--- src/verilog/status_flags_pkg.sv ---
// Package for the processor status flags register block.
// Assumes 32-bit AXI4-Lite, 16-bit status word.
package status_flags_pkg;
   // -----------------------------------------------
   // Register map (byte addresses)
   // -----------------------------------------------
   localparam logic [7:0] STATUS_OFFSET    = 8'h00;
   localparam logic [7:0] CONTROL_OFFSET   = 8'h04;
   localparam logic [7:0] PRIORITY_OFFSET  = 8'h08;
   localparam logic [7:0] IRQ_STAT_OFFSET  = 8'h0C;
   localparam logic [7:0] IRQ_MASK_OFFSET  = 8'h10;
   // -----------------------------------------------
   // Status word field positions
   // -----------------------------------------------
   localparam int BIT_ACC_A_OVF   = 15;
   localparam int BIT_ACC_B_OVF   = 14;
   localparam int BIT_ACC_A_SAT   = 13;
   localparam int BIT_ACC_B_SAT   = 12;
   localparam int BIT_ANY_OVF     = 11;
   localparam int BIT_ANY_SAT     = 10;
   localparam int BIT_LOOP_ACTIVE = 9;
   localparam int BIT_HALF_CARRY  = 8;
   localparam int BIT_PRIO_HI     = 7;
   localparam int BIT_PRIO_LO     = 5;
   localparam int BIT_REPEAT      = 4;
   localparam int BIT_NEGATIVE    = 3;
   localparam int BIT_OVERFLOW    = 2;
   localparam int BIT_ZERO        = 1;
   localparam int BIT_CARRY       = 0;
   // Control register: core priority bit 3, nesting disable bit 15
   localparam int BIT_CORE_PRIO3  = 3;
   localparam int BIT_NEST_DIS    = 15;
   // -----------------------------------------------
   // Reset values and response codes
   // -----------------------------------------------
   localparam logic [15:0] STATUS_RESET = 16'h0000;
   localparam logic [1:0]  RESP_OKAY    = 2'h0;
   localparam logic [1:0]  RESP_SLVERR  = 2'h2;
   // Interrupt events: acc A sat, acc B sat, acc A ovf, acc B ovf
   localparam int IRQ_EVENTS = 4;

   // Datapath result bundle
   typedef struct packed {
      logic       valid;      // Result flags below are meaningful
      logic       byte_op;    // Byte-sized operation
      logic [8:0] carry_vec;  // Carry out of each low-order bit position
      logic       negative;
      logic       overflow;
      logic       zero;
   } alu_result_t;

   // Accumulator condition bundle
   typedef struct packed {
      logic a_ovf;
      logic b_ovf;
      logic a_sat;
      logic b_sat;
   } acc_cond_t;
endpackage

--- src/verilog/status_axil_slave.sv ---
// AXI4-Lite slave front end: one write and one read at a time.
// Assumes master holds valid until taken.
`timescale 1ns/1ps
`default_nettype none
module status_axil_slave (
   input  wire logic        aclk,
   input  wire logic        aresetn,
   input  wire logic [7:0]  awaddr,
   input  wire logic        awvalid,
   output logic             awready,
   input  wire logic [31:0] wdata,
   input  wire logic [3:0]  wstrb,
   input  wire logic        wvalid,
   output logic             wready,
   output logic [1:0]       bresp,
   output logic             bvalid,
   input  wire logic        bready,
   input  wire logic [7:0]  araddr,
   input  wire logic        arvalid,
   output logic             arready,
   output logic [31:0]      rdata,
   output logic [1:0]       rresp,
   output logic             rvalid,
   input  wire logic        rready,
   output logic             wr_stb,
   output logic [7:0]       wr_addr,
   output logic [31:0]      wr_data,
   output logic [3:0]       wr_strb,
   input  wire logic        wr_err,
   output logic             rd_stb,
   output logic [7:0]       rd_addr,
   input  wire logic [31:0] rd_data,
   input  wire logic        rd_err
);
   import status_flags_pkg::*;

   logic        aw_held_r, aw_held_nxt;
   logic        w_held_r, w_held_nxt;
   logic [7:0]  aw_addr_r, aw_addr_nxt;
   logic [31:0] w_data_r, w_data_nxt;
   logic [3:0]  w_strb_r, w_strb_nxt;
   logic        bvalid_r, bvalid_nxt;
   logic [1:0]  bresp_r, bresp_nxt;
   logic        rvalid_r, rvalid_nxt;
   logic [31:0] rdata_r, rdata_nxt;
   logic [1:0]  rresp_r, rresp_nxt;

   // -----------------------------------------------
   // Handshakes
   // -----------------------------------------------
   // AW and W held apart, either order
   assign awready = !aw_held_r && !bvalid_r;
   assign wready  = !w_held_r && !bvalid_r;
   assign arready = !rvalid_r;
   assign wr_stb  = aw_held_r && w_held_r && !bvalid_r;
   assign wr_addr = aw_addr_r;
   assign wr_data = w_data_r;
   assign wr_strb = w_strb_r;
   assign rd_stb  = arvalid && arready;
   assign rd_addr = araddr;
   assign bvalid  = bvalid_r;
   assign bresp   = bresp_r;
   assign rvalid  = rvalid_r;
   assign rdata   = rdata_r;
   assign rresp   = rresp_r;

   // Next state
   always_comb begin
      aw_held_nxt = aw_held_r;
      w_held_nxt  = w_held_r;
      aw_addr_nxt = aw_addr_r;
      w_data_nxt  = w_data_r;
      w_strb_nxt  = w_strb_r;
      bvalid_nxt  = bvalid_r;
      bresp_nxt   = bresp_r;
      rvalid_nxt  = rvalid_r;
      rdata_nxt   = rdata_r;
      rresp_nxt   = rresp_r;
      if (awvalid && awready) begin
         aw_held_nxt = 1'b1;
         aw_addr_nxt = awaddr;
      end
      if (wvalid && wready) begin
         w_held_nxt = 1'b1;
         w_data_nxt = wdata;
         w_strb_nxt = wstrb;
      end
      if (wr_stb) begin
         aw_held_nxt = 1'b0;
         w_held_nxt  = 1'b0;
         bvalid_nxt  = 1'b1;
         bresp_nxt   = wr_err ? RESP_SLVERR : RESP_OKAY;
      end else if (bvalid_r && bready) begin
         bvalid_nxt = 1'b0;
      end
      if (rd_stb) begin
         rvalid_nxt = 1'b1;
         rdata_nxt  = rd_data;
         rresp_nxt  = rd_err ? RESP_SLVERR : RESP_OKAY;
      end else if (rvalid_r && rready) begin
         rvalid_nxt = 1'b0;
      end
   end

   // Registers only
   always_ff @(posedge aclk) begin
      if (!aresetn) begin
         aw_held_r <= 1'b0;
         w_held_r  <= 1'b0;
         aw_addr_r <= 8'h00;
         w_data_r  <= 32'h0000_0000;
         w_strb_r  <= 4'h0;
         bvalid_r  <= 1'b0;
         bresp_r   <= RESP_OKAY;
         rvalid_r  <= 1'b0;
         rdata_r   <= 32'h0000_0000;
         rresp_r   <= RESP_OKAY;
      end else begin
         aw_held_r <= aw_held_nxt;
         w_held_r  <= w_held_nxt;
         aw_addr_r <= aw_addr_nxt;
         w_data_r  <= w_data_nxt;
         w_strb_r  <= w_strb_nxt;
         bvalid_r  <= bvalid_nxt;
         bresp_r   <= bresp_nxt;
         rvalid_r  <= rvalid_nxt;
         rdata_r   <= rdata_nxt;
         rresp_r   <= rresp_nxt;
      end
   end
endmodule
`default_nettype wire

--- src/verilog/cpu_status_flags_register.sv ---
// Processor status flags register with AXI4-Lite access and event interrupt.
// Assumes datapath inputs synchronous to aclk.
//
// Operation
// - Acc A overflow flag at bit 15
// - Acc B overflow flag at bit 14
// - Acc A sticky saturation at bit 13
// - Acc B sticky saturation at bit 12
// - Bit 11 is OR of overflows
// - Bit 10 is OR of saturations
// - Software write or bit-10 clear changes saturations
// - Loop-active bit 9 follows hardware loop
// - Half carry from carry out of bit 3 (byte op) or bit 7 (word op)
// - Priority bits plus control bit 3 form level
// - Top priority bit blocks user interrupts
// - Nesting disable makes priority bits read-only
`timescale 1ns/1ps
`default_nettype none
module cpu_status_flags_register (
   input  wire logic                         aclk,
   input  wire logic                         aresetn,
   input  wire logic [7:0]                   awaddr,
   input  wire logic                         awvalid,
   output logic                              awready,
   input  wire logic [31:0]                  wdata,
   input  wire logic [3:0]                   wstrb,
   input  wire logic                         wvalid,
   output logic                              wready,
   output logic [1:0]                        bresp,
   output logic                              bvalid,
   input  wire logic                         bready,
   input  wire logic [7:0]                   araddr,
   input  wire logic                         arvalid,
   output logic                              arready,
   output logic [31:0]                       rdata,
   output logic [1:0]                        rresp,
   output logic                              rvalid,
   input  wire logic                         rready,
   input  wire status_flags_pkg::acc_cond_t   acc_cond,
   input  wire status_flags_pkg::alu_result_t alu_result,
   input  wire logic                         loop_running,
   input  wire logic                         repeat_running,
   output logic [15:0]                       cpu_status_flags,
   output logic [3:0]                        cpu_priority_level,
   output logic                              user_irq_blocked,
   output logic                              irq
);
   import status_flags_pkg::*;

   logic [15:0]           flags_r, flags_nxt;
   logic [15:0]           ctrl_r, ctrl_nxt;
   logic [IRQ_EVENTS-1:0] ev_stat_r, ev_stat_nxt;
   logic [IRQ_EVENTS-1:0] ev_mask_r, ev_mask_nxt;
   logic [IRQ_EVENTS-1:0] ev_now;
   logic                  wr_stb, rd_stb, wr_err, rd_err;
   logic [7:0]            wr_addr, rd_addr;
   logic [31:0]           wr_data, rd_data;
   logic [3:0]            wr_strb;
   logic [15:0]           wmask;
   logic                  wr_status, wr_ctrl, wr_mask;
   logic                  half_c;

   // -----------------------------------------------
   // Bus front end
   // -----------------------------------------------
   status_axil_slave u_bus (
      .aclk    (aclk),
      .aresetn (aresetn),
      .awaddr  (awaddr),
      .awvalid (awvalid),
      .awready (awready),
      .wdata   (wdata),
      .wstrb   (wstrb),
      .wvalid  (wvalid),
      .wready  (wready),
      .bresp   (bresp),
      .bvalid  (bvalid),
      .bready  (bready),
      .araddr  (araddr),
      .arvalid (arvalid),
      .arready (arready),
      .rdata   (rdata),
      .rresp   (rresp),
      .rvalid  (rvalid),
      .rready  (rready),
      .wr_stb  (wr_stb),
      .wr_addr (wr_addr),
      .wr_data (wr_data),
      .wr_strb (wr_strb),
      .wr_err  (wr_err),
      .rd_stb  (rd_stb),
      .rd_addr (rd_addr),
      .rd_data (rd_data),
      .rd_err  (rd_err)
   );

   // Shared decode
   function automatic logic addr_known(input logic [7:0] a);
      addr_known = (a == STATUS_OFFSET) || (a == CONTROL_OFFSET) ||
                   (a == PRIORITY_OFFSET) || (a == IRQ_STAT_OFFSET) ||
                   (a == IRQ_MASK_OFFSET);
   endfunction

   // Lane mask
   assign wmask     = {{8{wr_strb[1]}}, {8{wr_strb[0]}}};
   assign wr_err    = !addr_known(wr_addr);
   assign rd_err    = !addr_known(rd_addr);
   assign wr_status = wr_stb && (wr_addr == STATUS_OFFSET);
   assign wr_ctrl   = wr_stb && (wr_addr == CONTROL_OFFSET);
   assign wr_mask   = wr_stb && (wr_addr == IRQ_MASK_OFFSET);

   // Half carry tap
   assign half_c = alu_result.byte_op ? alu_result.carry_vec[3]
                                      : alu_result.carry_vec[7];

   // -----------------------------------------------
   // Status flag next value
   // -----------------------------------------------
   // Hardware sets last, so set beats clear
   always_comb begin
      flags_nxt = flags_r;
      if (wr_status) begin
         // Direct sticky writes
         flags_nxt[BIT_ACC_A_SAT] = wmask[BIT_ACC_A_SAT] ?
                                    wr_data[BIT_ACC_A_SAT] : flags_r[BIT_ACC_A_SAT];
         flags_nxt[BIT_ACC_B_SAT] = wmask[BIT_ACC_B_SAT] ?
                                    wr_data[BIT_ACC_B_SAT] : flags_r[BIT_ACC_B_SAT];
         // Summary write 0 clears both
         if (wmask[BIT_ANY_SAT] && !wr_data[BIT_ANY_SAT]) begin
            flags_nxt[BIT_ACC_A_SAT] = 1'b0;
            flags_nxt[BIT_ACC_B_SAT] = 1'b0;
         end
         // Writable result flags
         if (wmask[BIT_HALF_CARRY]) begin
            flags_nxt[BIT_HALF_CARRY] = wr_data[BIT_HALF_CARRY];
         end
         if (wmask[0]) begin
            flags_nxt[BIT_NEGATIVE:BIT_CARRY] = wr_data[BIT_NEGATIVE:BIT_CARRY];
         end
         // Priority frozen by nesting disable
         if (wmask[BIT_PRIO_HI] && !ctrl_r[BIT_NEST_DIS]) begin
            flags_nxt[BIT_PRIO_HI:BIT_PRIO_LO] = wr_data[BIT_PRIO_HI:BIT_PRIO_LO];
         end
      end
      // Live overflow
      flags_nxt[BIT_ACC_A_OVF] = acc_cond.a_ovf;
      flags_nxt[BIT_ACC_B_OVF] = acc_cond.b_ovf;
      if (acc_cond.a_sat) begin
         flags_nxt[BIT_ACC_A_SAT] = 1'b1;
      end
      if (acc_cond.b_sat) begin
         flags_nxt[BIT_ACC_B_SAT] = 1'b1;
      end
      // Loop, repeat: hardware only
      flags_nxt[BIT_LOOP_ACTIVE] = loop_running;
      flags_nxt[BIT_REPEAT]      = repeat_running;
      if (alu_result.valid) begin
         flags_nxt[BIT_HALF_CARRY] = half_c;
         flags_nxt[BIT_NEGATIVE]   = alu_result.negative;
         flags_nxt[BIT_OVERFLOW]   = alu_result.overflow;
         flags_nxt[BIT_ZERO]       = alu_result.zero;
         flags_nxt[BIT_CARRY]      = alu_result.carry_vec[8];
      end
      // Derived summaries; set writes cannot stick
      flags_nxt[BIT_ANY_OVF] = flags_nxt[BIT_ACC_A_OVF] | flags_nxt[BIT_ACC_B_OVF];
      flags_nxt[BIT_ANY_SAT] = flags_nxt[BIT_ACC_A_SAT] | flags_nxt[BIT_ACC_B_SAT];
   end

   // -----------------------------------------------
   // Control, interrupt status and mask
   // -----------------------------------------------
   // Status read clears; new event survives
   always_comb begin
      ctrl_nxt    = ctrl_r;
      ev_mask_nxt = ev_mask_r;
      ev_stat_nxt = ev_stat_r;
      if (wr_ctrl) begin
         ctrl_nxt = (wr_data[15:0] & wmask) | (ctrl_r & ~wmask);
      end
      if (wr_mask && wr_strb[0]) begin
         ev_mask_nxt = wr_data[IRQ_EVENTS-1:0];
      end
      if (rd_stb && (rd_addr == IRQ_STAT_OFFSET)) begin
         ev_stat_nxt = '0;
      end
      ev_stat_nxt = ev_stat_nxt | ev_now;
   end

   // Overflow rising edges, and saturation while its sticky bit is clear, are events
   assign ev_now = {acc_cond.a_sat & ~flags_r[BIT_ACC_A_SAT],
                    acc_cond.b_sat & ~flags_r[BIT_ACC_B_SAT],
                    acc_cond.a_ovf & ~flags_r[BIT_ACC_A_OVF],
                    acc_cond.b_ovf & ~flags_r[BIT_ACC_B_OVF]};

   // Registers only
   always_ff @(posedge aclk) begin
      if (!aresetn) begin
         flags_r   <= STATUS_RESET;
         ctrl_r    <= 16'h0000;
         ev_stat_r <= '0;
         ev_mask_r <= '0;
      end else begin
         flags_r   <= flags_nxt;
         ctrl_r    <= ctrl_nxt;
         ev_stat_r <= ev_stat_nxt;
         ev_mask_r <= ev_mask_nxt;
      end
   end

   // -----------------------------------------------
   // Read mux and outputs
   // -----------------------------------------------
   // Read mux
   always_comb begin
      case (rd_addr)
         STATUS_OFFSET:   rd_data = {16'h0000, flags_r};
         CONTROL_OFFSET:  rd_data = {16'h0000, ctrl_r};
         PRIORITY_OFFSET: rd_data = {28'h0000000, cpu_priority_level};
         IRQ_STAT_OFFSET: rd_data = {28'h0000000, ev_stat_r};
         IRQ_MASK_OFFSET: rd_data = {28'h0000000, ev_mask_r};
         default:         rd_data = 32'h0000_0000;
      endcase
   end

   assign cpu_status_flags   = flags_r;
   assign cpu_priority_level = {ctrl_r[BIT_CORE_PRIO3],
                                flags_r[BIT_PRIO_HI:BIT_PRIO_LO]};
   assign user_irq_blocked   = ctrl_r[BIT_CORE_PRIO3];
   assign irq                = |(ev_stat_r & ev_mask_r);
endmodule
`default_nettype wire

--- config.mk ---
export PLATFORM = sky130hd
export DESIGN_NAME = cpu_status_flags_register
export DESIGN_NICKNAME = d
export VERILOG_FILES = /design/src/verilog/status_flags_pkg.sv /design/src/verilog/status_axil_slave.sv /design/src/verilog/cpu_status_flags_register.sv
export SDC_FILE = /design/constraint.sdc
export NUM_CORES = 1
export LEC_CHECK = 0
export BUFFER_PORTS_ARGS = -buffer_cell sky130_fd_sc_hd__buf_2
export CORE_ASPECT_RATIO = 1.25
export CORE_MARGIN = 1
export CORE_UTILIZATION = 49
export CTS_BUF_LIST = sky130_fd_sc_hd__clkbuf_4
export DETAILED_ROUTE_END_ITERATION = 10
export PLACE_DENSITY = 0.79
export SLEW_MARGIN = 40
export SYNTH_ARGS = -nofsm -noshare
export SYNTH_HDL_FRONTEND = slang
export SYNTH_HIERARCHICAL = 1
export SYNTH_SLANG_ARGS = --single-unit
--- constraint.sdc ---
create_clock -name aclk -period 1.85 [get_ports aclk]
set_input_delay 0.37 -clock aclk [delete_from_list [all_inputs] [get_ports aclk]]
set_output_delay 0.37 -clock aclk [all_outputs]
set_load 0.05 [all_outputs]
==> qor.csv <==
metric,value,unit
synthesized area per cell,8.70,um2
aggregate global routing overflow,0,
area of the die,9480,um2
maximum root-to-sink buffer count,2,
fin nets,699,
cells after synthesis,512,
area of the mapped netlist,4460,um2
H-tree lvl count,3,
final total negative setup slack,0,ns
Worst Path Arrival,2.15,ns
vias after detailed routing,3775,
number of global-route vias before repair,3380,
CP max stage cell,sky130_fd_sc_hd__dfxtp_4,
Final Hold Viols,0,
largest driver fanout on the critical path,5,
"non-filler cells, final",744,
num rows,38,
achievable frequency,556,MHz
"number of placed instances, taps included",726,
shortest period the worst path allows,1.80,ns
number of nets still failing antenna checks after routing,0,
TritonCTS sink count,104,
Routed wire per std cell,13.3,um
result of the run,"finished, final reports clean",
number of iterations in the first detailed-routing pass,4,
"Buf+Inv Stages, Crit Path",1,
Critical Path Max Stage Delay,0.36,ns
Clock Pin Slew Worst Setup and Hold Paths,0.14,ns
number of I/O pins,142,
DRC violation count after routing,0,
P&R area growth vs syn,17.3,%
pwr/cell area,792,nW/um2
initial antenna violation count,1,
cell type group with the largest total delay on the critical path,compound AO/OA/AOI/OAI gates,
Root Driver,sky130_fd_sc_hd__clkbuf_4,
total of max-cap violations,0,
standby leakage power,0.00228,uW
worst ir drop on vdd,0.000418,V
type of the worst min-delay path,input pin to flop,
final RePlAce weighted congestion,0.817,
ratio of final minimum period to clock period,97.3,%
Crit Path Category,flop to flop,
share of final-layout standard cells stronger than drive strength 1,27.0,%
global-route wire length before repair,15700,um
unrepaired setup endpoints after global routing,yes,
total length of routed wires,9870,um
Initial Util,50.9,%
"Cell Chain, Critical Path",nand3b_1 > inv_1 > nor3b_4 > a41oi_2 > a311o_1 > o31a_1,
Startpoint Class,flop,
worst path required time,2.20,ns
"Slew Viols, Final",0,
count of final setup violators,0,
TritonCTS clock tree,built,
Post-Route Skew,0.00919,ns
Die Span X,87.3,um
endpoint kind of the worst setup timing path,flop,
Port Buf Inserts,115,
final core utilization,59.7,%
die extent in y,109,um
TritonCTS Buffers,9,
largest net degree at the start of global routing,58,
CORE AREA,8750,um2
clock latency on the worst-skew pair,0.45,ns
via density per instance,5.07,
worst slack on hold paths,0.119,ns
final HPWL from detailed placement,7270,um
overall track demand over capacity in global routing,21.4,%
drt initial violations,157,
total of warnings raised by yosys,6,
where the power goes:
| part | total (uW) | switching, uW | internal [uW] |
|---|---|---|---|
| Clock | 1080 | 692 | 388 |
| Combinational | 647 | 440 | 207 |
| Sequential | 2410 | 76.2 | 2340 |
| Total | 4140 | 1210 | 2930 |
worst reg2reg max path, cell delays in order (launching register included):
cell and delay, ns:
sky130_fd_sc_hd__dfxtp_4 0.36, sky130_fd_sc_hd__nand3b_1 0.19, sky130_fd_sc_hd__inv_1 0.07, sky130_fd_sc_hd__nor3b_4 0.28, sky130_fd_sc_hd__a41oi_2 0.16, sky130_fd_sc_hd__a311o_1 0.36
sky130_fd_sc_hd__o31a_1 0.28
final timing paths:
path | startpoint | to | slack [ns] | cells past startpoint
max | u_bus/bvalid$_SDFFE_PN0P_ | cpu_status_flags[10]$_SDFF_PN0_ | 0.05 | 6
min reg2reg | u_bus/rdata[6]$_SDFFE_PN0P_ | u_bus/rdata[6]$_SDFFE_PN0P_ | 0.46 | 2
max reg2reg | u_bus/bvalid$_SDFFE_PN0P_ | cpu_status_flags[10]$_SDFF_PN0_ | 0.05 | 6
min | repeat_running | cpu_status_flags[4]$_SDFF_PN0_ | 0.12 | 2
metal layers:
metal | GRT usage (%) | share of wire, % | vias up
met5 | 0 | 0 | -
met4 | 10.1 | 2.0 | 0
met3 | 4.39 | 4.4 | 14
met2 | 35.7 | 49 | 100
met1 | 26.4 | 45 | 1738
li1 | - | - | 1923
timing repair:
action                     in CTS  in global routing
setup buffers                   0                  3
cloned                          0                  0
setup endpoints to repair       1                  4
gates resized for setup         1                  0
hold buffers                    0                  0
pin swaps                       0                  3
cell usage in the layout, fill, tap and decap left out, drive strengths merged, types with 2 or more instances in the layout:
master    n
mux2i    22
o21ai    36
inv       9
nor4      2
a21boi   34
nand3    37
clkinv    3
nand2b    6
conb     18
nor3b     3
mux4      3
a22oi     4
and4      3
nand2   106
dfxtp   104
clkbuf    9
nor2     30
nand4     3
a21oi    13
nor3      2
a22o     12
buf     133
a31oi     3
and2      6
nor2b     5
area by class of cell:
class,instances,area (um2)
multi-input combinational,363,2110
tap,120,150
clock buffer,9,67.6
clock inverter,5,50.0
timing repair buffer,133,723
inverter,9,33.8
sequential,104,2090
antenna,1,2.50
fill,839,3520
per-stage QoR:
step	cell area [um2]	worst slack [ns]	total power, uW
6_report	5230	0.0505	4140
5_1_grt	5230	-0.0281	4330
4_1_cts	5200	0.0105	4160
3_5_place_dp	5080	0.00757	3110
3_3_place_gp	5080	0.0744	3090
2_1_floorplan	4540	-0.00395	2940
Power figures use the tool's default switching activity.
